[src/pkg/dss_pkg.sv]
// Shared constants and types of the dual-slope conversion sequencer
package dss_pkg;

  // ==========================================================================
  // Sequencer phases
  // ==========================================================================
  typedef enum logic [1:0] {
    DSS_INTEGRATOR_ZEROING,   // Integrator output driven back to zero
    DSS_OFFSET_NULLING,       // Offsets stored on the capacitor
    DSS_SIGNAL_INTEG,         // Fixed-length input integration
    DSS_REFERENCE_RAMP        // Reference deintegration
  } dss_phase_t;

  // ==========================================================================
  // Carriers
  // ==========================================================================
  typedef struct packed {
    logic input_pair;         // Internal inputs tied to the signal pins
    logic common_short;       // Internal inputs shorted to analog common
    logic null_loop;          // Feedback loop round integrator and comparator
    logic ref_pos;            // Reference applied with positive polarity
    logic ref_neg;            // Reference applied with negative polarity
    logic zeroing;            // Integrator zeroing switch
  } dss_switch_t;

  typedef struct packed {
    logic        over_range;  // Deintegration hit its maximum
    logic        negative;    // Held sign of the input
    logic [15:0] bcd;         // Four decades of the count
  } dss_reading_t;

  // ==========================================================================
  // Counting, in BCD count values
  // ==========================================================================
  localparam int          DIGITS          = 4;          // Decades per counter
  localparam int          OSC_PER_COUNT   = 2;          // Oscillator periods per count
  localparam logic [15:0] CYCLE_LAST      = 16'h7999;   // 8000 counts per cycle
  localparam logic [15:0] INTEG_LAST      = 16'h1999;   // 2000 counts of integration
  localparam logic [15:0] RAMP_LAST       = 16'h3999;   // 4000 counts of deintegration
  localparam logic [15:0] RAMP_FULL       = 16'h4000;   // Reading on overrange
  localparam logic [15:0] ZEROING_LAST    = 16'h0399;   // 400 counts of zeroing at most
  localparam logic [15:0] BCD_ZERO        = 16'h0000;   // Counter cleared
  localparam int          NULLING_MIN     = 1600;       // Least offset nulling counts
  localparam int          INTEG_CLOCKS    = 4000;       // Oscillator clocks of integration
  localparam int          CYCLE_CLOCKS    = 16000;      // Oscillator clocks per whole cycle

  // ==========================================================================
  // Register map (byte addresses) and fields
  // ==========================================================================
  localparam int          ADDR_W          = 8;
  localparam logic [7:0]  REG_IRQ_STATUS  = 8'h00;      // Sticky events, read only
  localparam logic [7:0]  REG_IRQ_CLEAR   = 8'h04;      // Write one to clear
  localparam logic [7:0]  REG_IRQ_ENABLE  = 8'h08;      // Event enables
  localparam logic [7:0]  REG_CONTROL     = 8'h0c;      // Run control
  localparam logic [7:0]  REG_READING     = 8'h10;      // Latest conversion
  localparam logic [7:0]  REG_PHASE       = 8'h14;      // Live sequencer state
  localparam int          EV_DONE         = 0;          // Conversion finished
  localparam int          EV_OVER         = 1;          // Conversion overranged
  localparam int          EV_W            = 2;
  localparam int          CTL_RUN         = 0;          // Sequencer runs when set
  localparam logic        CTL_RUN_RESET   = 1'b1;
  localparam int          RD_NEG          = 16;         // Sign field of reading
  localparam int          RD_OVER         = 17;         // Overrange field of reading
  localparam int          PH_CYCLE_LSB    = 16;         // Cycle count field of phase

endpackage : dss_pkg

[src/design/dss_decade_counter.sv]
// Cascaded BCD decade counter with synchronous clear
`timescale 1ns/10ps
module dss_decade_counter #(
  parameter int DIGITS = 4              // Number of decades
) (
  input  wire logic                  sys_clk,
  input  wire logic                  sys_rst,
  input  wire logic                  clear,   // Load zero, wins over inc
  input  wire logic                  inc,     // Advance one count
  output logic      [4*DIGITS-1:0]   value    // BCD value, digit 0 lowest
);

  logic [DIGITS:0] carry;                     // Carry into each decade

  assign carry[0] = inc;

  // ==========================================================================
  // One decade per digit
  // ==========================================================================
  generate
    for (genvar d = 0; d < DIGITS; d++) begin : g_digit
      logic [3:0] digit_reg;                  // This decade
      assign carry[d+1] = carry[d] && (digit_reg == 4'h9);
      assign value[4*d +: 4] = digit_reg;
      // Count up, roll over from nine to zero
      always_ff @(posedge sys_clk) begin
        if (sys_rst || clear) begin
          digit_reg <= 4'h0;
        end else if (carry[d]) begin
          digit_reg <= (digit_reg == 4'h9) ? 4'h0 : digit_reg + 4'h1;
        end
      end
    end
  endgenerate

endmodule : dss_decade_counter

[src/design/dss_sequencer.sv]
// Phase sequencer, reading latch and register slave of a dual-slope converter
//
// Design decisions made here: the strobed register port and the register addresses.
`timescale 1ns/10ps
// Operation
// - Phases repeat in fixed order, zeroing only after an overrange
// - Decade counters advance at half oscillator rate
// - Every cycle lasts exactly 8000 counts
// - Signal integration lasts fixed 2000 counts
// - Integrator zeroing lasts variable, bounded counts
// - Nulling gets 1600 plus unused counts
// - Nulling spans 1600 up to 5998 counts, 8000 after reset or restart
// - Nulling opens inputs, shorts common, closes loop
// - Integration opens loop, connects signal pair
// - Sign sampled at end of integration
// - Reference applied opposite to held sign
// - Deintegration ends on zero crossing, 1-4000
// - Reading is deintegration count with sign
// - Hold freezes displayed reading, conversion continues
module dss_sequencer (
  input  wire logic                        sys_clk,
  input  wire logic                        sys_rst,
  input  wire logic                        comp_pin,      // Comparator, high when above zero
  input  wire logic                        hold_pin,      // Display freeze request
  input  wire logic [dss_pkg::ADDR_W-1:0]  reg_addr,
  input  wire logic [31:0]                 reg_wdata,
  input  wire logic                        reg_wr,
  input  wire logic                        reg_rd,
  output logic      [31:0]                 reg_rdata,
  output dss_pkg::dss_switch_t             switch_ctl,    // Analog switch groups
  output dss_pkg::dss_reading_t            display,       // Displayed reading
  output logic                             irq
);

  // ==========================================================================
  // Declarations
  // ==========================================================================
  dss_pkg::dss_phase_t   phase_reg;          // Current phase
  dss_pkg::dss_phase_t   phase_next;         // Next phase
  dss_pkg::dss_reading_t result_reg;         // Latest conversion
  dss_pkg::dss_reading_t display_reg;        // Reading shown outside
  logic [1:0]            comp_sync_reg;      // Comparator synchroniser
  logic [1:0]            hold_sync_reg;      // Hold synchroniser
  logic                  comp_s;             // Synchronised comparator
  logic                  hold_s;             // Synchronised hold
  logic                  tick_reg;           // Divide-by-two count enable
  logic                  sign_pos_reg;       // Held sign, one when positive
  logic                  zero_start_reg;     // Comparator at zeroing entry
  logic                  run_reg;            // Sequencer enable
  logic [dss_pkg::EV_W-1:0] ev_status_reg;   // Sticky events
  logic [dss_pkg::EV_W-1:0] ev_enable_reg;   // Event enables
  logic [dss_pkg::EV_W-1:0] ev_set;          // Events this cycle
  logic [15:0]           cycle_val;          // Counts into the cycle
  logic [15:0]           ramp_val;           // Counts into ramp or zeroing
  logic                  cycle_clear;
  logic                  ramp_clear;
  logic                  ramp_inc;
  logic                  crossed;            // Comparator left the held sign
  logic                  ramp_end;           // Deintegration finishes
  logic                  ramp_over;          // Finished at its maximum
  logic [31:0]           rdata_next;
  assign comp_s = comp_sync_reg[1];
  assign hold_s = hold_sync_reg[1];

  // ==========================================================================
  // Pin synchronisers
  // ==========================================================================
  // Two flops per pin, only the second one is read
  always_ff @(posedge sys_clk) begin
    if (sys_rst) begin
      comp_sync_reg <= 2'h0;
      hold_sync_reg <= 2'h0;
    end else begin
      comp_sync_reg <= {comp_sync_reg[0], comp_pin};
      hold_sync_reg <= {hold_sync_reg[0], hold_pin};
    end
  end

  // ==========================================================================
  // Count clock and counters
  // ==========================================================================
  // One count every two oscillator periods
  always_ff @(posedge sys_clk) begin
    if (sys_rst) begin
      tick_reg <= 1'b0;
    end else begin
      tick_reg <= ~tick_reg;
    end
  end

  // Cycle counter wraps after the last count, so length never varies
  assign cycle_clear = !run_reg || (tick_reg && cycle_val == dss_pkg::CYCLE_LAST);
  // Phase counter only runs in deintegration and zeroing
  assign ramp_inc    = tick_reg && (phase_reg == dss_pkg::DSS_REFERENCE_RAMP ||
                                    phase_reg == dss_pkg::DSS_INTEGRATOR_ZEROING);
  assign ramp_clear  = !run_reg || ramp_end ||
                       phase_reg == dss_pkg::DSS_SIGNAL_INTEG ||
                       phase_reg == dss_pkg::DSS_OFFSET_NULLING;

  dss_decade_counter #(.DIGITS (dss_pkg::DIGITS)) u_cycle_counter (
    .sys_clk (sys_clk),
    .sys_rst (sys_rst),
    .clear   (cycle_clear),
    .inc     (tick_reg && run_reg),
    .value   (cycle_val)
  );

  dss_decade_counter #(.DIGITS (dss_pkg::DIGITS)) u_ramp_counter (
    .sys_clk (sys_clk),
    .sys_rst (sys_rst),
    .clear   (ramp_clear),
    .inc     (ramp_inc),
    .value   (ramp_val)
  );

  // ==========================================================================
  // Phase sequencing
  // ==========================================================================
  // Integrator back across zero once it leaves the held side
  assign crossed   = (comp_s != sign_pos_reg);
  // Deintegration ends on the crossing or at its full count
  assign ramp_end  = tick_reg && phase_reg == dss_pkg::DSS_REFERENCE_RAMP &&
                     ((crossed && ramp_val != dss_pkg::BCD_ZERO) ||
                      ramp_val == dss_pkg::RAMP_LAST);
  assign ramp_over = ramp_end && !(crossed && ramp_val != dss_pkg::BCD_ZERO);

  // Next phase
  always_comb begin
    phase_next = phase_reg;
    unique case (phase_reg)
      dss_pkg::DSS_INTEGRATOR_ZEROING: begin
        // Ends when the integrator crosses zero or at the limit
        if (tick_reg && (comp_s != zero_start_reg ||
                         ramp_val == dss_pkg::ZEROING_LAST)) begin
          phase_next = dss_pkg::DSS_OFFSET_NULLING;
        end
      end
      dss_pkg::DSS_OFFSET_NULLING: begin
        // Absorbs every count left until the cycle wraps
        if (tick_reg && cycle_val == dss_pkg::CYCLE_LAST) begin
          phase_next = dss_pkg::DSS_SIGNAL_INTEG;
        end
      end
      dss_pkg::DSS_SIGNAL_INTEG: begin
        // Fixed length from the cycle start
        if (tick_reg && cycle_val == dss_pkg::INTEG_LAST) begin
          phase_next = dss_pkg::DSS_REFERENCE_RAMP;
        end
      end
      dss_pkg::DSS_REFERENCE_RAMP: begin
        // Zeroing only after an overranged conversion
        if (ramp_end) begin
          phase_next = ramp_over ? dss_pkg::DSS_INTEGRATOR_ZEROING
                                 : dss_pkg::DSS_OFFSET_NULLING;
        end
      end
    endcase
    if (!run_reg) begin
      phase_next = dss_pkg::DSS_OFFSET_NULLING;
    end
  end

  // Phase register
  always_ff @(posedge sys_clk) begin
    if (sys_rst) begin
      phase_reg <= dss_pkg::DSS_OFFSET_NULLING;
    end else begin
      phase_reg <= phase_next;
    end
  end

  // Sign held from the end of integration through deintegration
  always_ff @(posedge sys_clk) begin
    if (sys_rst) begin
      sign_pos_reg <= 1'b1;
    end else if (phase_reg == dss_pkg::DSS_SIGNAL_INTEG &&
                 phase_next == dss_pkg::DSS_REFERENCE_RAMP) begin
      sign_pos_reg <= comp_s;
    end
  end

  // Comparator side noted on entry to zeroing
  always_ff @(posedge sys_clk) begin
    if (sys_rst) begin
      zero_start_reg <= 1'b0;
    end else if (ramp_over) begin
      zero_start_reg <= comp_s;
    end
  end

  // ==========================================================================
  // Switch decode
  // ==========================================================================
  // One control per switch group
  always_comb begin
    switch_ctl.common_short = (phase_reg == dss_pkg::DSS_OFFSET_NULLING);
    switch_ctl.null_loop    = (phase_reg == dss_pkg::DSS_OFFSET_NULLING);
    switch_ctl.input_pair   = (phase_reg == dss_pkg::DSS_SIGNAL_INTEG);
    switch_ctl.zeroing      = (phase_reg == dss_pkg::DSS_INTEGRATOR_ZEROING);
    // Reference opposes the held input sign
    switch_ctl.ref_neg      = (phase_reg == dss_pkg::DSS_REFERENCE_RAMP) && sign_pos_reg;
    switch_ctl.ref_pos      = (phase_reg == dss_pkg::DSS_REFERENCE_RAMP) && !sign_pos_reg;
  end

  // ==========================================================================
  // Readings
  // ==========================================================================
  // Latest result, full count on overrange
  always_ff @(posedge sys_clk) begin
    if (sys_rst) begin
      result_reg <= '0;
    end else if (ramp_end) begin
      result_reg.bcd        <= ramp_over ? dss_pkg::RAMP_FULL : ramp_val;
      result_reg.negative   <= !sign_pos_reg;
      result_reg.over_range <= ramp_over;
    end
  end

  // Displayed copy, frozen while hold is asserted
  always_ff @(posedge sys_clk) begin
    if (sys_rst) begin
      display_reg <= '0;
    end else if (ramp_end && !hold_s) begin
      display_reg.bcd        <= ramp_over ? dss_pkg::RAMP_FULL : ramp_val;
      display_reg.negative   <= !sign_pos_reg;
      display_reg.over_range <= ramp_over;
    end
  end
  assign display = display_reg;

  // ==========================================================================
  // Registers and interrupt
  // ==========================================================================
  assign ev_set = {ramp_over, ramp_end};

  // Sticky events, a new event wins over a clear in the same cycle
  always_ff @(posedge sys_clk) begin
    if (sys_rst) begin
      ev_status_reg <= '0;
    end else if (reg_wr && reg_addr == dss_pkg::REG_IRQ_CLEAR) begin
      ev_status_reg <= (ev_status_reg & ~reg_wdata[dss_pkg::EV_W-1:0]) | ev_set;
    end else begin
      ev_status_reg <= ev_status_reg | ev_set;
    end
  end

  // Writable control and enable, one register per write
  always_ff @(posedge sys_clk) begin
    if (sys_rst) begin
      ev_enable_reg <= '0;
      run_reg       <= dss_pkg::CTL_RUN_RESET;
    end else if (reg_wr && reg_addr == dss_pkg::REG_IRQ_ENABLE) begin
      ev_enable_reg <= reg_wdata[dss_pkg::EV_W-1:0];
    end else if (reg_wr && reg_addr == dss_pkg::REG_CONTROL) begin
      run_reg <= reg_wdata[dss_pkg::CTL_RUN];
    end
  end

  // Read mux, unmapped and write-only read as zero
  always_comb begin
    rdata_next = 32'h0000_0000;
    unique case (reg_addr)
      dss_pkg::REG_IRQ_STATUS: rdata_next[dss_pkg::EV_W-1:0] = ev_status_reg;
      dss_pkg::REG_IRQ_ENABLE: rdata_next[dss_pkg::EV_W-1:0] = ev_enable_reg;
      dss_pkg::REG_CONTROL:    rdata_next[dss_pkg::CTL_RUN]  = run_reg;
      dss_pkg::REG_READING: begin
        rdata_next[15:0]             = result_reg.bcd;
        rdata_next[dss_pkg::RD_NEG]  = result_reg.negative;
        rdata_next[dss_pkg::RD_OVER] = result_reg.over_range;
      end
      dss_pkg::REG_PHASE: begin
        rdata_next[1:0]   = phase_reg;
        rdata_next[31:16] = cycle_val;
      end
      default:                 rdata_next = 32'h0000_0000;
    endcase
  end

  // Read data one cycle after the strobe, zero otherwise
  always_ff @(posedge sys_clk) begin
    if (sys_rst) begin
      reg_rdata <= 32'h0000_0000;
    end else begin
      reg_rdata <= reg_rd ? rdata_next : 32'h0000_0000;
    end
  end

  // Level interrupt from enabled sticky events
  always_ff @(posedge sys_clk) begin
    if (sys_rst) begin
      irq <= 1'b0;
    end else begin
      irq <= |(ev_status_reg & ev_enable_reg);
    end
  end

  // ==========================================================================
  // Checks
  // ==========================================================================
  logic [15:0] phase_clk_reg;                // Clocks spent in the phase
  logic [15:0] cycle_clk_reg;                // Clocks since integration began
  logic        cycle_seen_reg;               // A whole cycle was timed

  // Helper timers
  always_ff @(posedge sys_clk) begin
    if (sys_rst) begin
      phase_clk_reg  <= 16'h0000;
      cycle_clk_reg  <= 16'h0000;
      cycle_seen_reg <= 1'b0;
    end else begin
      phase_clk_reg <= (phase_next != phase_reg) ? 16'h0000 : phase_clk_reg + 16'h0001;
      if (phase_next == dss_pkg::DSS_SIGNAL_INTEG && phase_reg != phase_next) begin
        cycle_clk_reg  <= 16'h0000;
        cycle_seen_reg <= run_reg;
      end else begin
        cycle_clk_reg <= cycle_clk_reg + 16'h0001;
      end
      if (!run_reg) begin
        cycle_seen_reg <= 1'b0;
      end
    end
  end

  phase_order_a: assert property (@(posedge sys_clk) disable iff (sys_rst)
    (run_reg && phase_reg == dss_pkg::DSS_SIGNAL_INTEG && phase_next != phase_reg)
      |-> phase_next == dss_pkg::DSS_REFERENCE_RAMP)
    else $error("integration not followed by deintegration");
  count_rate_a: assert property (@(posedge sys_clk) disable iff (sys_rst)
    ramp_inc |=> !ramp_inc)
    else $error("counter advanced on two clocks in a row");
  cycle_length_a: assert property (@(posedge sys_clk) disable iff (sys_rst)
    (cycle_seen_reg && run_reg && phase_next == dss_pkg::DSS_SIGNAL_INTEG &&
     phase_reg != phase_next) |-> cycle_clk_reg == dss_pkg::CYCLE_CLOCKS - 1)
    else $error("cycle length not 16000 clocks");
  integ_length_a: assert property (@(posedge sys_clk) disable iff (sys_rst)
    (run_reg && phase_reg == dss_pkg::DSS_SIGNAL_INTEG && phase_next != phase_reg)
      |-> phase_clk_reg == dss_pkg::INTEG_CLOCKS - 1)
    else $error("integration not 4000 clocks");
  zeroing_bound_a: assert property (@(posedge sys_clk) disable iff (sys_rst)
    phase_reg == dss_pkg::DSS_INTEGRATOR_ZEROING |-> ramp_val <= dss_pkg::ZEROING_LAST)
    else $error("zeroing ran past its limit");
  nulling_min_a: assert property (@(posedge sys_clk) disable iff (sys_rst)
    (run_reg && phase_reg == dss_pkg::DSS_OFFSET_NULLING && phase_next != phase_reg)
      |-> phase_clk_reg >= 16'(2 * dss_pkg::NULLING_MIN - 1))
    else $error("offset nulling shorter than 1600 counts");
  null_switch_a: assert property (@(posedge sys_clk) disable iff (sys_rst)
    phase_reg == dss_pkg::DSS_OFFSET_NULLING
      |-> (switch_ctl.common_short && switch_ctl.null_loop && !switch_ctl.input_pair))
    else $error("nulling switches wrong");
  sign_hold_a: assert property (@(posedge sys_clk) disable iff (sys_rst)
    (phase_reg == dss_pkg::DSS_REFERENCE_RAMP && $past(phase_reg) ==
     dss_pkg::DSS_REFERENCE_RAMP) |-> $stable(sign_pos_reg))
    else $error("sign changed during deintegration");
  ref_polarity_a: assert property (@(posedge sys_clk) disable iff (sys_rst)
    (phase_reg == dss_pkg::DSS_REFERENCE_RAMP && $past(phase_reg) != phase_reg)
      |-> (switch_ctl.ref_neg == $past(comp_s) && switch_ctl.ref_pos == !$past(comp_s)))
    else $error("reference polarity not opposite to sign");
  reading_value_a: assert property (@(posedge sys_clk) disable iff (sys_rst)
    (ramp_end && !ramp_over) |=> result_reg.bcd == $past(ramp_val))
    else $error("reading differs from deintegration count");
  hold_freeze_a: assert property (@(posedge sys_clk) disable iff (sys_rst)
    hold_s |=> $stable(display_reg))
    else $error("display changed under hold");
  over_zeroing_a: assert property (@(posedge sys_clk) disable iff (sys_rst)
    (run_reg && ramp_over) |=> (phase_reg == dss_pkg::DSS_INTEGRATOR_ZEROING &&
                                result_reg.over_range))
    else $error("overrange not followed by zeroing");

endmodule : dss_sequencer

[config.mk]
export PLATFORM = sky130hd
export DESIGN_NAME = dss_sequencer
export DESIGN_NICKNAME = d
export VERILOG_FILES = /design/src/pkg/dss_pkg.sv /design/src/design/dss_decade_counter.sv /design/src/design/dss_sequencer.sv
export SDC_FILE = /design/constraint.sdc
export NUM_CORES = 1
export LEC_CHECK = 0
export BUFFER_PORTS_ARGS = -buffer_cell sky130_fd_sc_hd__buf_4
export CORE_UTILIZATION = 28
export CTS_CLUSTER_SIZE = 25
export DETAILED_ROUTE_END_ITERATION = 7
export GPL_ROUTABILITY_DRIVEN = 1
export PLACE_DENSITY = 0.5
export SLEW_MARGIN = 20
export SYNTH_ARGS = -nofsm -noshare
export SYNTH_HDL_FRONTEND = slang
export SYNTH_SLANG_ARGS = --single-unit
export TNS_END_PERCENT = 20
[constraint.sdc]
create_clock -name sys_clk -period 3.3 [get_ports sys_clk]
set_clock_uncertainty 0.1 [all_clocks]
set_input_delay 0.825 -clock sys_clk [delete_from_list [all_inputs] [get_ports sys_clk]]
set_output_delay 0.825 -clock sys_clk [all_outputs]
set_load 0.005 [all_outputs]
== After elaboration in Yosys (flattened, before gate mapping) ==
Cells that the tools add are included.

* Bits in registers: 115
* Latch bits: 0
* Bits in writable memories: 0
* Memory bits (read-only): 0
* Input port bits: 46
* Output and inout port bits: 57
* Memories: 0

* Add/sub/neg operators: 8
* Multipliers: 0
* Divide/modulo/power cells: 0
* $lt $le $gt $ge: 0
* Eq/ne operators: 23
* Shifts and indexed selects: 0
* Mux-type cells: 20
* Bitwise gates (word level): 10
* Reductions and logical operators: 43

{| class="wikitable"
|+ Operators with widths
! operator !! number
|-
| $add 4x1->4 const B || 8
|-
| $eq 4x4->1 const B || 8
|-
| $mux 4 || 8
|-
| $logic_and 1x1->1 || 22
|-
| $eq 16x10->1 const B || 1
|-
| $eq 16x13->1 const B || 1
|-
| $eq 16x14->1 const B || 1
|-
| $eq 16x15->1 const B || 1
|-
| $eq 8x4->1 const B || 2
|-
| $eq 8x5->1 const B || 2
|-
| $mux 16 || 1
|-
| $reduce_bool 16->1 || 1
|-
| $mux 2 || 6
|-
| $logic_or 1x1->1 || 9
|-
| $eq 8x3->1 const B || 1
|-
| $logic_not 8->1 || 1
|-
| $pmux 2 s4 || 1
|-
| $eq 2x2->1 const B || 3
|-
| $reduce_or 3->1 || 2
|-
| $not 1->1 || 5
|-
| $pmux 1 s5 || 1
|-
| $and 2x2->2 || 2
|-
| $logic_not 1->1 || 4
|-
| $or 2x2->2 || 2
|-
| 9 further kinds || 11
|}

== Logic depth before layout (Yosys ltp) ==
* Depth in word-level cells: 11
* Mapped depth: 9
* Gate-level depth less buffers: 8

== Modules after synthesis ==
A second synthesis with hierarchy kept.

* Cell total of the unflattened synthesis: 543
* Area, all modules: 4,762.1 um^2

{| class="wikitable"
|+ Modules (own cells, without submodules)
! module !! times used !! cells each !! area each (um^2) !! sequential area each (um^2)
|-
| dss_sequencer || 1 || 351 || 3,163.0 || 1,661.6
|-
| dss_decade_counter || 2 || 96 || 799.5 || 320.3
|}

== Worst setup path after synthesis ==
OpenSTA, ideal clock, no wires.

* Path kind: input -> register
* Start: input reg_addr[1] in the netlist's numbering
* End: register reg_rdata[21]
* Setup time: 60 ps
* Data arrival time: 2,118 ps
* Slack: 1,022 ps
* Stages on the path: 6
* Cells stage by stage: nor4_1 -> and4bb_2 -> and2_1 -> clkbuf_1 -> clkbuf_1 -> and3_1

* Longest elaborated chain between the ends: 3

{| class="wikitable"
|+ RTL lines
! item !! line !! source
|-
| start: declaration || dss_sequencer.sv:25 || <nowiki>input wire logic [dss_pkg::ADDR_W-1:0] reg_addr,</nowiki>
|-
| $eq 8x5->1 || dss_sequencer.sv:262 || <nowiki>unique case (reg_addr)</nowiki>
|-
| $not 1->1 (no source line) || n/a ||
|-
| $reduce_or 3->1 (no source line) || n/a ||
|-
| end signal: assignment || dss_sequencer.sv:284 || <nowiki>reg_rdata <= reg_rd ? rdata_next : 32'h0000_0000;</nowiki>
|-
| end: declaration || dss_sequencer.sv:29 || <nowiki>output logic [31:0] reg_rdata,</nowiki>
|}

Every way passes these cells.
A chain may end at the register's enable or synchronous reset.

== Worst setup path in the final report ==
* Start: register u_ramp_counter.g_digit[3].digit_reg[0]
* End: register u_ramp_counter.g_digit[3].digit_reg[3]

* Longest elaborated chain between the ends: 8

{| class="wikitable"
|+ RTL lines
! item !! line !! source
|-
| start: declaration || dss_decade_counter.sv:22 || <nowiki>logic [3:0] digit_reg;</nowiki>
|-
| start signal: assignment || dss_decade_counter.sv:30 || <nowiki>digit_reg <= (digit_reg == 4'h9) ? 4'h0 : digit_reg + 4'h1;</nowiki>
|-
| $reduce_bool 16->1 || dss_sequencer.sv:123 || <nowiki>((crossed && ramp_val != dss_pkg::BCD_ZERO) ||</nowiki>
|-
| $logic_and 1x1->1 || dss_sequencer.sv:123 ||
|-
| $logic_or 1x1->1 || dss_sequencer.sv:123 ||
|-
| $logic_and 1x1->1 || dss_sequencer.sv:122 || <nowiki>assign ramp_end = tick_reg && phase_reg == dss_pkg::DSS_REFERENCE_RAMP &&</nowiki>
|-
| $logic_or 1x1->1 (2 in a row) || dss_sequencer.sv:96 || <nowiki>assign ramp_clear = !run_reg || ramp_end ||</nowiki>
|-
| $logic_or 1x1->1 || dss_sequencer.sv:97 || <nowiki>phase_reg == dss_pkg::DSS_SIGNAL_INTEG ||</nowiki>
|-
| $logic_or 1x1->1 || dss_decade_counter.sv:27 || <nowiki>if (sys_rst || clear) begin</nowiki>
|}

Parallel ways exist; a longest one is shown, timed or not.

==> metrics.yaml <==
numCtsBuffers: 17
synthArstFlopShare_pct: 0
power_leakage_nw: 2.347
setup_viol: 0
die_h_um: 131
antenna_cells: 0
ys_ff_latch: 115
fmax_ghz: 0.3689
area_growth_pct: 27.93
numClockSinks: 115
drive_gt1_share_pct: 20.68
antenna_found_initial: 0
grt_max_degree: 52
syn_area_sq_um: 4659
rsz0062_at_grt: "no"
synth_cells: 516
ant_nets: 0
synth-main-ff-cell: "dfxtp_1"
cp-end-kind: "register"
critPathKind: "register to register"
grt_pass1_vias: 3615
overflow: 0
vias: 3781
cp_data_arrival_time_ns: 2.94
port-buffer-count: 72
core_area_sq_um: 16060
cts_resized: 0
post_drt_wl_per_cell_um: 14.03
synth_seq_area_share_pct: 49.41
synth_warnings: 0
dieArea_sq_um: 17160
wirelength_mm: 11.31
cp_max_fo: 17
gp_congestion: 0.8355
root_buffer: "clkbuf_16"
cp.required_ns: 3.53
hold_viol_final: 0
slew_viol_final: 0
critPathLaunchType: "register"
num-nets-final: 627
maxCapViolations: 0
clock_path_buffers: 2
synth_fp_nets: 566
htreeDepth: 4
setup-tns-final_ns: 0
ir_drop_mv: 0.4162
power_per_cell_area_nw_per_um2: 572.1
largest_reg_flops: 32
outcome: "finished clean"
dp_hpwl_mm: 7.960
clk_latency_ns: 0.41
synth_edf_count: 0
grtUsageTotal_pct: 14.15
first_iter_violations: 223
io_pins: 103
cts_tree: "done"
synth.avg_cell_area_sq_um: 9.030
fp.dieW_um: 131
fill_cells: 1613
drc: 0
holdWs_ns: 0.3336
cts_setup_buffers: 0
yosysUniqueCellTypes: 56
slew_headroom_pct: 47.67
min_path_type: "register to register"
fin_crit_sh_pct: 82.15
std_cell_rows: 46
tightest_slew_ns: 0.7841
grt_first_pass_wirelength_mm: 18.30
vias_per_cell: 4.691
ctsHoldBuffers: 0
initial_utilization_pct: 29.02
min_period_ns: 2.711
first_pass_iters: 4
clk_pin_slew_worst_paths_ns: 0.06
==> worst max-delay path, stage by stage, from the launching register on <==
cell     delay (ns)
dfxtp_1        0.41
nor4_2         0.32
and4_1         0.33
nor2_2         0.07
nor2_2         0.62
nand3_2        0.51
a21oi_1        0.25
==> metal layers <==
metal | global-route usage, % | routed length (um) | vias up
met3 | 4.845 | 530 | 10
li1 | - | - | 1925
met2 | 21.63 | 5011 | 83
met5 | 0 | 0 | -
met1 | 18.42 | 5636 | 1763
met4 | 5.071 | 129 | 0
==> synthesized netlist by cell type (2+ instances only) <==
cell        n  area (sq um)
and4bb_2    3         37.54
and3_1     27         168.9
buf_4       4         30.03
nor2_1     62         232.7
clkbuf_1   16         60.06
and2_1      3         18.77
nor2b_1    22         137.6
xor2_1     12         105.1
a31oi_1     3         18.77
nor4_1      5         31.28
nor3_1      8         40.04
ha_1        4         50.05
nand2b_1    2         12.51
o21ai_0    14         70.07
nor3b_1    10         75.07
a211oi_1    6         45.04
a22oi_1    16         120.1
a221oi_1    2         17.52
a21oi_1    34         170.2
and2b_1     2         15.01
mux2i_1    11         110.1
dfxtp_1   115          2302
nor2_2      2         12.51
nand3b_1    2         15.01
nand4_1     8         50.05
buf_2      12         60.06
xnor2_1     7         61.31
or3_1       2         12.51
inv_1       7         26.28
nand3_1    26         130.1
nand3_2     2         20.02
nand2_1    42         157.7
a211o_1     2         17.52
==> cell usage in the layout, fill, tap and decap left out, drive strengths merged, types with 3 or more instances in the layout <==
cell type  count
dfxtp        115
buf           76
nor2          64
nand2         42
a21oi         34
nand3         28
and3          27
nor2b         22
clkbuf        20
a22oi         16
o21ai         15
xor2          12
mux2i         11
nor3b         11
inv            9
nand4          8
nor3           8
xnor2          7
nor4           7
a211oi         6
ha             4
bufinv         4
and4bb         4
and2           3
a31oi          3
clkinvlp       3
or3            3
clkinv         3
==> cells by family (layout without fill, tap and decap cells) <==
| family | after synthesis | in the layout | share of synthesized area, % |
|---|---|---|---|
| flops | 115 | 115 | 49.41 |
| xor+xnor | 19 | 19 | 3.571 |
| compound gates | 87 | 87 | 11.76 |
| simple gates | 239 | 239 | 27.71 |
| mux | 11 | 11 | 2.363 |
| fa+ha+maj | 4 | 4 | 1.074 |
| buf+inv | 41 | 115 | 4.109 |
==> cell type report <==
class / instances / area (sq um) / area share [%]
flip-flops and latches: 115 / 2302 / 38.62
multi-input cells: 360 / 2166 / 36.34
repair buffers: 76 / 570.5 / 9.572
clock buffers: 20 / 446.7 / 7.494
well taps: 216 / 270.3 / 4.534
clock inverters: 12 / 178.9 / 3.002
inverters: 7 / 26.28 / 0.4408
==> path summary, 6_finish.rpt <==
kind,startpoint,end,slack (ns),cells after the start
worst max-delay path,u_ramp_counter.g_digit[3].digit_reg[0],u_ramp_counter.g_digit[3].digit_reg[3],0.59,6
worst min-delay path,comp_sync_reg[0],comp_sync_reg[1],0.33,1
worst max register to register,u_ramp_counter.g_digit[3].digit_reg[0],u_ramp_counter.g_digit[3].digit_reg[3],0.59,6
worst min register to register,comp_sync_reg[0],comp_sync_reg[1],0.33,1
==> where the power goes <==
part           switching [mW]  internal [mW]
sequential            0.00805           1.40
combinational          0.0328         0.0244
clock                   0.664           1.29
total                   0.705           2.71
==> metrics by stage <==
stage	instance area (sq um)	instances	util, %	power (mW)	setup slack [ns]
2_1_floorplan	4659	516	-	1.465	1.022
3_3_place_gp	5335	774	33.22	1.491	0.6701
3_5_place_dp	5335	774	33.22	1.491	0.6110
4_1_cts	5961	806	37.12	3.441	0.5976
5_1_grt	5961	806	37.12	3.524	0.3294
6_report	5961	806	37.12	3.410	0.5891
Power figures use the tool's default switching activity.
